<file path="src/rtl/labc_pkg.sv">
// shared constants and carriers for the logic array block with cascade chain
// assumes one system clock; configuration is loaded before normal operation
package labc_pkg;

    // block shape
    localparam int LABC_N_ELEM = 10;
    localparam int LABC_HALF = 5;
    localparam int LABC_N_IN = 4;
    localparam int LABC_LUT_W = 16;
    localparam int LABC_N_GLB = 4;
    localparam int LABC_SEL_W = 6;
    localparam int LABC_GSEL_W = 2;
    localparam int LABC_CE_W = 3;
    localparam int LABC_CTL_ELEM = 0;
    localparam int LABC_CASC_FIRST = 1;

    // row defaults
    localparam int LABC_ROW_LEN = 22;
    localparam int LABC_ROW_W = 16;
    localparam int LABC_SKIP = 2;

    // control source codes for the flip-flop clock enable
    localparam logic [LABC_CE_W-1:0] LABC_CE_FROM_ELEM = 3'h4;

    // cascade combination
    typedef enum logic {
        LABC_CASC_AND,
        LABC_CASC_OR
    } labc_casc_e;

    // per logic_element configuration
    typedef struct packed {
        logic [LABC_LUT_W-1:0] lut;
        logic [LABC_SEL_W-1:0] sel_d;
        logic [LABC_SEL_W-1:0] sel_c;
        logic [LABC_SEL_W-1:0] sel_b;
        logic [LABC_SEL_W-1:0] sel_a;
        logic casc_en;
        logic use_reg;
    } labc_elem_cfg_s;

    // per logic_array_block control configuration
    typedef struct packed {
        labc_casc_e casc_mode;
        logic [LABC_CE_W-1:0] ce_src;
        logic clr_en;
        logic [LABC_GSEL_W-1:0] clr_sel;
        logic pre_en;
        logic [LABC_GSEL_W-1:0] pre_sel;
        logic [LABC_N_GLB-1:0] glb_drv_en;
    } labc_blk_cfg_s;

    localparam labc_elem_cfg_s LABC_ELEM_CFG_RST = '0;
    localparam labc_blk_cfg_s LABC_BLK_CFG_RST = '0;

endpackage

</file>
<file path="src/rtl/labc_block.sv">
// one logic_array_block: ten logic_elements, cascade chain, block control, local areas
// assumes neighbours and row routing are wired by the enclosing fabric
//
// How it works
// - a block holds ten logic elements, chains, block control and local areas
// - each element has a sixteen-entry lookup table over four inputs
// - each element has a flip-flop, local and routing outputs; all but the first have a chain stage
// - four global lines drive flip-flop controls; element one may drive them
// - chain combines table output with previous stage by AND or De Morgan OR
// - every chained element adds four more inputs to the function
// - last element of an OR chain cannot register; AND chain may
// - first element never joins a chain; it may make block controls
// - chains longer than nine stages continue through the chain output port
// - chain links skip one block, even to even and odd to odd
// - a chain never crosses the row centre; it stops and restarts there
// - elements one to five drive right, six to ten drive left
// - inputs a and c come from left area, b and d from right area
// - local areas join elements in this block, neighbours and I/O pins
// - row lines enter the areas; routing outputs feed the row
// - first and last column blocks drive both sides with every element
// - each element input selects any signal of its one local area, left for a and c, right for b and d
// - column lines reach the block only through row lines
`timescale 1ns/1ns
module labc_block
    import labc_pkg::*;
#(
    parameter int P_BLK_IDX = 0,
    parameter int P_ROW_LEN = LABC_ROW_LEN,
    parameter int P_ROW_W = LABC_ROW_W
) (
    // clock, reset, enable
    input wire logic i_clk_sys,
    input wire logic i_rst_n,
    input wire logic i_ce,
    // static configuration
    input wire logic i_cfg_we,
    input wire labc_elem_cfg_s [LABC_N_ELEM-1:0] i_cfg_elem,
    input wire labc_blk_cfg_s i_cfg_blk,
    // global control lines
    input wire logic [LABC_N_GLB-1:0] i_glb,
    // local areas from neighbours and row lines
    input wire logic [LABC_N_ELEM-1:0] i_loc_l,
    input wire logic [LABC_N_ELEM-1:0] i_loc_r,
    input wire logic [P_ROW_W-1:0] i_row,
    // cascade from two blocks back
    input wire logic i_casc_in,
    // element outputs
    output logic [LABC_N_ELEM-1:0] o_route,
    output logic [LABC_N_ELEM-1:0] o_loc_r,
    output logic [LABC_N_ELEM-1:0] o_loc_l,
    // cascade to two blocks on
    output logic o_casc_out,
    // drive onto global lines
    output logic [LABC_N_GLB-1:0] o_glb_drv
);

    localparam int AW = P_ROW_W + 2 * LABC_N_ELEM;
    localparam int LAST = LABC_N_ELEM - 1;
    localparam int CTR = P_ROW_LEN / 2;
    localparam bit EDGE = (P_BLK_IDX == 0) || (P_BLK_IDX == P_ROW_LEN - 1);
    localparam bit STOP = ((P_BLK_IDX < CTR) && (P_BLK_IDX + LABC_SKIP >= CTR))
        || (P_BLK_IDX + LABC_SKIP >= P_ROW_LEN);
    localparam bit START = (P_BLK_IDX >= CTR) && (P_BLK_IDX < CTR + LABC_SKIP);

    // static configuration store
    labc_elem_cfg_s [LABC_N_ELEM-1:0] cfg_elem_q;
    labc_blk_cfg_s cfg_blk_q;

    always_ff @(posedge i_clk_sys or negedge i_rst_n) begin
        if (!i_rst_n) begin
            cfg_elem_q <= {LABC_N_ELEM{LABC_ELEM_CFG_RST}};
            cfg_blk_q <= LABC_BLK_CFG_RST;
        end else if (i_ce && i_cfg_we) begin
            cfg_elem_q <= i_cfg_elem;
            cfg_blk_q <= i_cfg_blk;
        end
    end

    // local interconnect areas
    wire [AW-1:0] area_l;
    wire [AW-1:0] area_r;
    assign area_l = {o_route, i_loc_l, i_row};
    assign area_r = {o_route, i_loc_r, i_row};

    function automatic logic pick(input logic [AW-1:0] area,
                                  input logic [LABC_SEL_W-1:0] sel);
        logic v;
        v = 1'b0;
        if (int'(sel) < AW) begin
            v = area[sel];
        end
        return v;
    endfunction

    // block control
    wire is_or;
    wire neutral;
    wire casc_in_eff;
    wire clk_en;
    wire clr;
    wire pre;
    assign is_or = (cfg_blk_q.casc_mode == LABC_CASC_OR);
    assign neutral = ~is_or;
    assign casc_in_eff = START ? neutral : i_casc_in;

    wire [LABC_N_ELEM-1:0] lut_o;
    wire [LABC_N_ELEM-1:0] chain;
    wire [LABC_N_ELEM-1:0] casc_on;
    wire [LABC_N_ELEM-1:0] casc_end;
    wire [LABC_N_ELEM-1:0] use_eff;
    wire [LABC_N_ELEM-1:0] elem_out;
    logic [LABC_N_ELEM-1:0] ff_q;

    assign clk_en = (cfg_blk_q.ce_src < LABC_CE_FROM_ELEM) ?
        i_glb[cfg_blk_q.ce_src[LABC_GSEL_W-1:0]] :
        ((cfg_blk_q.ce_src == LABC_CE_FROM_ELEM) ? chain[LABC_CTL_ELEM] : 1'b1);
    assign clr = cfg_blk_q.clr_en & i_glb[cfg_blk_q.clr_sel];
    assign pre = cfg_blk_q.pre_en & i_glb[cfg_blk_q.pre_sel];

    // logic elements
    for (genvar g = 0; g < LABC_N_ELEM; g++) begin : g_elem
        wire in_a;
        wire in_b;
        wire in_c;
        wire in_d;
        wire prev;
        wire and_v;
        wire or_v;

        assign in_a = pick(area_l, cfg_elem_q[g].sel_a);
        assign in_c = pick(area_l, cfg_elem_q[g].sel_c);
        assign in_b = pick(area_r, cfg_elem_q[g].sel_b);
        assign in_d = pick(area_r, cfg_elem_q[g].sel_d);
        assign lut_o[g] = cfg_elem_q[g].lut[{in_d, in_c, in_b, in_a}];

        if (g == LABC_CTL_ELEM) begin : g_ctl
            assign casc_on[g] = 1'b0;
            assign prev = neutral;
        end else if (g == LABC_CASC_FIRST) begin : g_head
            assign casc_on[g] = cfg_elem_q[g].casc_en;
            assign prev = casc_in_eff;
        end else begin : g_mid
            assign casc_on[g] = cfg_elem_q[g].casc_en;
            assign prev = chain[g-1];
        end

        assign and_v = lut_o[g] & prev;
        assign or_v = ~(~lut_o[g] & ~prev);
        assign chain[g] = casc_on[g] ? (is_or ? or_v : and_v) : lut_o[g];

        if (g == LAST) begin : g_tail
            assign casc_end[g] = casc_on[g];
        end else begin : g_body
            assign casc_end[g] = casc_on[g] & ~cfg_elem_q[g+1].casc_en;
        end

        assign use_eff[g] = cfg_elem_q[g].use_reg & ~(casc_end[g] & is_or);

        always_ff @(posedge i_clk_sys or negedge i_rst_n) begin
            if (!i_rst_n) begin
                ff_q[g] <= 1'b0;
            end else if (i_ce) begin
                if (clr) begin
                    ff_q[g] <= 1'b0;
                end else if (pre) begin
                    ff_q[g] <= 1'b1;
                end else if (clk_en) begin
                    ff_q[g] <= chain[g];
                end
            end
        end

        assign elem_out[g] = use_eff[g] ? ff_q[g] : chain[g];

    end

    // output drivers
    wire [LABC_N_ELEM-1:0] loc_r_d;
    wire [LABC_N_ELEM-1:0] loc_l_d;
    wire casc_out_d;
    wire [LABC_N_GLB-1:0] glb_d;
    assign loc_r_d = EDGE ? elem_out :
        {{LABC_HALF{1'b0}}, elem_out[LABC_HALF-1:0]};
    assign loc_l_d = EDGE ? elem_out :
        {elem_out[LAST:LABC_HALF], {LABC_HALF{1'b0}}};
    assign casc_out_d = STOP ? neutral : chain[LAST];
    assign glb_d = cfg_blk_q.glb_drv_en & {LABC_N_GLB{elem_out[LABC_CTL_ELEM]}};

    always_ff @(posedge i_clk_sys or negedge i_rst_n) begin
        if (!i_rst_n) begin
            o_route <= '0;
            o_loc_r <= '0;
            o_loc_l <= '0;
            o_casc_out <= 1'b0;
            o_glb_drv <= '0;
        end else if (i_ce) begin
            o_route <= elem_out;
            o_loc_r <= loc_r_d;
            o_loc_l <= loc_l_d;
            o_casc_out <= casc_out_d;
            o_glb_drv <= glb_d;
        end
    end
endmodule

</file>
<file path="config.mk">
export PLATFORM = sky130hd
export DESIGN_NAME = labc_block
export DESIGN_NICKNAME = d
export VERILOG_FILES = /design/src/rtl/labc_pkg.sv /design/src/rtl/labc_block.sv
export SDC_FILE = /design/constraint.sdc
export NUM_CORES = 1
export LEC_CHECK = 0
export ABC_AREA = 1
export BUFFER_PORTS_ARGS = -buffer_cell sky130_fd_sc_hd__buf_2
export CAP_MARGIN = 20
export CORE_ASPECT_RATIO = 0.75
export CORE_UTILIZATION = 58
export DETAILED_ROUTE_END_ITERATION = 6
export PLACE_DENSITY = 0.79
export RECOVER_POWER = 100
export SLEW_MARGIN = 20
export SYNTH_ARGS = -nofsm -noshare
export SYNTH_HDL_FRONTEND = slang
export SYNTH_SLANG_ARGS = --single-unit
</file>
<file path="constraint.sdc">
create_clock -name i_clk_sys -period 3.22 [get_ports i_clk_sys]
set_clock_uncertainty 0.05 [all_clocks]
set_input_delay 0.161 -clock i_clk_sys [delete_from_list [all_inputs] [get_ports i_clk_sys]]
set_output_delay 0.161 -clock i_clk_sys [all_outputs]
set_load 0.01 [all_outputs]
</file>
==> flow_summary.ini, run 1 <==
[outcome]
haltStage = global routing
firstError = [ERROR GRT-0232] Routing congestion too high. Check the congestion heatmap in the GUI.
outcome = aborted with a tool error

[placement]
place.gp.congestion = 1.07
port-buffer-count = 512
placed_area_um2 = 37900
post-place-cells = 5934
hpwl_mm = 101

[synthesis]
synth_top_family_by_area = compound AO/OA/AOI/OAI gates
synthTopCellsByArea = dfrtp_1 35%, a21oi_1 16%, o21ai_0 11%
post_synth_and_or_nand_nor_area_fraction = 0.184
ys_types = 43
synth_xor_area_frac = 0
synth_edf_count = 0
syn_area_um2 = 32400
syn_inst = 4690
synth_adder_area_share = 0
ys.flop_type = dfrtp_1
avgSynthCellArea_um2 = 6.91
yosysTopAreaCellShare = 0.354
synthArstFlopShare = 1.00
synthMuxAreaShare = 0.0493
yosys_register_bits = 458
synth-compound-area-share = 0.310
syn_nets = 5169
synth_seq_area_share = 0.354
yosys_warnings = 0
yosysTopAreaCell = dfrtp_1

[global_route]
antenna_found_initial = 33
grt_max_degree = 80
grtUsageTotal = 0.764
gr-total-overflow = 7

[die]
placementRows = 74
initial_utilization = 0.591
num_io_pins = 514
die_height_um = 207
die_w_um = 275

[timing]
crit_endpoint = ff_q[9]$_DFFE_PN0P_/D
worst-ep-kind = sequential cell input

[clocking]
cts_max_path_buffers = 3
clock-sinks = 458
htree_levels = 2
clockRootBuffer = clkbuf_16
cts_buffers = 46
cells in the mapped netlist (2+ instances only):
library cell,n
o21ai_1,72
inv_2,33
or3_1,5
clkbuf_2,5
o21ai_2,3
o31ai_1,3
dfrtp_1,458
a21oi_1,1039
nand3_1,435
a31oi_1,25
clkinv_1,51
nor2_1,366
buf_2,115
o31ai_4,2
buf_1,11
o21ai_0,695
buf_4,40
nand2_1,506
nand2_4,2
mux2_2,142
inv_1,277
a311o_1,2
nand3b_1,13
nand4_1,20
nand2_2,24
o211ai_1,89
clkbuf_1,226
buf_6,16
layer usage:
metal	GRT overflow	global-route usage
met3	3	0.605
met5	0	0.357
met1	0	0.799
met2	1	0.929
met4	3	0.674
cell families after synthesis:
family,count (synthesis)
AO/OA/AOI/OAI,1937
AND/OR/NAND/NOR,1378
buffers and inverters,775
flip-flops,458
multiplexers,142
what timing repair did:
item                                    in CTS
hold endpoints to repair                   592
resized for setup                           60
endpoints found under the setup margin      22
setup buffers                               15
pin swaps                                   28
hold buffers                               435
cloned                                       4
stage by stage:
stage | hold slack (ns) | TNS, ns | setup slack, ns | utilization
after detailed placement | 0.105 | -4.36 | -0.364 | 0.692
after global placement | 0.0988 | -2.59 | -0.348 | 0.692
after floorplan | -0.185 | 0 | 0.265 | -
after CTS | 0.0697 | -2.91 | -0.229 | 0.807
==> run 2: changes to the inputs <==
--- a/config.mk
+++ b/config.mk
@@ -8,10 +8,9 @@
 export ABC_AREA = 1
 export BUFFER_PORTS_ARGS = -buffer_cell sky130_fd_sc_hd__buf_2
 export CAP_MARGIN = 20
-export CORE_ASPECT_RATIO = 0.75
-export CORE_UTILIZATION = 58
+export CORE_UTILIZATION = 40
 export DETAILED_ROUTE_END_ITERATION = 6
-export PLACE_DENSITY = 0.79
+export PLACE_DENSITY_LB_ADDON = 0.15
 export RECOVER_POWER = 100
 export SLEW_MARGIN = 20
 export SYNTH_ARGS = -nofsm -noshare
==> flow_summary.ini, run 2 <==
[synthesis]
ys_types = 43
synthArstFlopShare = 1.00
syn_area_um2 = 32400
synthMuxAreaShare = 0.0493
syn_nets = 5169
synth-compound-area-share = 0.310
syn_inst = 4690
synth_top_family_by_area = compound AO/OA/AOI/OAI gates
synth_common_cells = 1,039 x a21oi_1, 695 x o21ai_0, 506 x nand2_1
yosysTopAreaCell = dfrtp_1
avgSynthCellArea_um2 = 6.91
synth_xor_area_frac = 0
yosys_register_bits = 458
post_synth_and_or_nand_nor_area_fraction = 0.184
synth_most_common_cell = a21oi_1
synth_edf_count = 0
synth_seq_area_share = 0.354
synthTopCellsByArea = dfrtp_1 35%, a21oi_1 16%, o21ai_0 11%
yosys_warnings = 0
yosysTopAreaCellShare = 0.354
synth_adder_area_share = 0
ys.flop_type = dfrtp_1

[cells_and_area]
layout_commonest_cell = a21oi_1
fillCellCount = 7511
largest_register = cfg_elem_q
most-common-layout-cells = 1,030 x a21oi_1, 675 x o21ai_0, 501 x buf_2
largest_reg_flops = 410
drive_gt1_frac = 0.235
syn_to_final_growth_pct = 39.8
final_net_count = 6259
top_regs = cfg_elem_q x410, cfg_blk_q x13
multiInputGateArea_um2 = 17900
fin_util = 0.564
regArea_um2 = 11500

[route]
postRouteAntennaNets = 0
drt_first_pass_iters = 7
drc = 0
num_vias = 38984
drt-total-wl_mm = 155
drt_iter0_drc = 4266
wl_per_cell_um = 22.5
via_per_inst = 5.66

[global_route]
grtUsageTotal = 0.364
grt_max_degree = 113
gr-total-overflow = 0
use_met2 = 0.566
use_met1 = 0.494
gr-usage-met3 = 0.0635
antenna_found_initial = 7
grt-busiest-layer = met2
grt_pass1_vias = 36931
grt_pass1_wl_mm = 228

[hold_path]
hold_path.class = primary input to flop

[power_and_ir_drop]
p_switching_uw = 10500
power.density_nw_per_um2 = 565
p_leak_uw = 0.0208
intPower_uw = 15000
p_sw_frac = 0.412
peakVddDrop_v = 0.000478
power_frac_seq = 0.288
clock_power_share = 0.254
p_comb_frac = 0.458

[timing]
setup_viol = 28
worst_pin_slew_ns = 2.35
maxSlewHeadroom = -0.570
maxSlewViolCount = 333
setup_tns_ns = -3.31
rsz0062_at_grt = true
fmax_mhz = 276
timing.final.crit_share = 1.13
fin_crit_ns = 3.63
fin_hold_ws_ns = 0.00918
hold_viol_final = 0
worst_slack_ns = -0.408

[die]
design.die.area_um2 = 82100
initial_utilization = 0.404
die_height_um = 287
num_io_pins = 514
die_w_um = 287
core-area_um2 = 80300
placementRows = 104

[clocking]
cts_buffers = 55
clkTransAtPathRegs_ns = 0.06
clockRootBuffer = clkbuf_16
cts_max_path_buffers = 3
htree_levels = 2
clock_latency_ns = 0.67
cts_tree = done
clock-sinks = 458

[worst_setup_path]
max_stage_delay_ns = 0.48
worstReg2RegStart = cfg_elem_q[50]
crit_type = flop to flop
worstSetupStartpointType = flop
crit_top_cell = nand2_2
cp_slowest_cell = dfrtp_2
r2r_slack_ns = -0.41
setup.worst_path.end = ff_q[9]
required_ns = 3.73
crit_start = cfg_elem_q[50]
end_kind = flop
critPathMaxFanout = 7
r2r-end = ff_q[9]
reg2regPathDepth = 32
arrival_ns = 4.14

[outcome]
outcome = complete, but fails checks
violations = max-capacitance violations, max-slew violations, negative setup slack

[placement]
dp_slack_ns = -0.458
place.gp.congestion = 0.988
port-buffer-count = 512
hpwl_mm = 109

[flow_run]
cap_violations = 5
-- run 2: kinds of logic after synthesis --
kind of cell,count (synthesis)
buffers and inverters,775
AOI/OAI and AO/OA,1937
and+or+nand+nor,1378
muxes,142
DFF,458
-- run 2: power by group through the flow --
stage	clock, µW	sequential (µW)	combinational, µW
6_report	6480	7370	11700
5_1_grt	6760	7460	12600
4_1_cts	6580	7340	11200
3_5_place_dp	0	7430	10400
3_3_place_gp	0	7420	10300
2_1_floorplan	0	7170	5970
-- run 2: repair_timing --
action / CTS / global route
setup endpoints to repair: 22 / 25
hold buffers: 436 / 0
setup buffers: 24 / 15
hold endpoints to repair: 829 / 0
gates resized for setup: 50 / 77
cloned: 1 / 2
pin swaps: 27 / 44
-- run 2: worst min path at each step --
stage	from	to	slack [ns]	cells past startpoint
2_1_floorplan	i_rst_n	casc_end[9]	-0.18	0
3_3_place_gp	i_rst_n	cfg_elem_q[243]	0.09	1
3_5_place_dp	i_rst_n	cfg_elem_q[243]	0.08	1
4_1_cts	i_rst_n	cfg_elem_q[134]	0.02	2
5_1_grt	i_cfg_we	cfg_elem_q[285]	0.03	3
6_report	i_cfg_we	cfg_elem_q[285]	0.009	4
-- run 2: final cells by class --
| class | count | area share |
|---|---|---|
| clock inverter | 24 | 0.00710 |
| tap | 1060 | 0.0293 |
| timing repair buffer | 1444 | 0.251 |
| antenna | 5 | 0.000276 |
| multi-input combinational | 3459 | 0.395 |
| inverter | 362 | 0.0309 |
| clock buffer | 73 | 0.0339 |
| sequential | 458 | 0.253 |
-- run 2: critical path, delay by kind of cell (launching register included) --
family	cells	cell delay [ns]
compound gates	2	0.19
buf+inv	3	0.43
flops	1	0.48
simple gates	27	2.37
-- run 2: per-layer routing --
layer	share of wire	vias up
li1	-	18392
met1	0.42	18338
met2	0.44	1877
met3	0.092	371
met4	0.047	6
met5	0.00023	-
-- run 2: per-stage QoR --
step                instance area (µm²)  power (µW)  cells
floorplan                         32400       13100   4690
global placement                  38600       17800   6305
detailed placement                38600       17800   6305
CTS                               45200       25100   6863
global route                      45300       26800   6881
finish                            45300       25600   6885
Power figures use the tool's default switching activity.
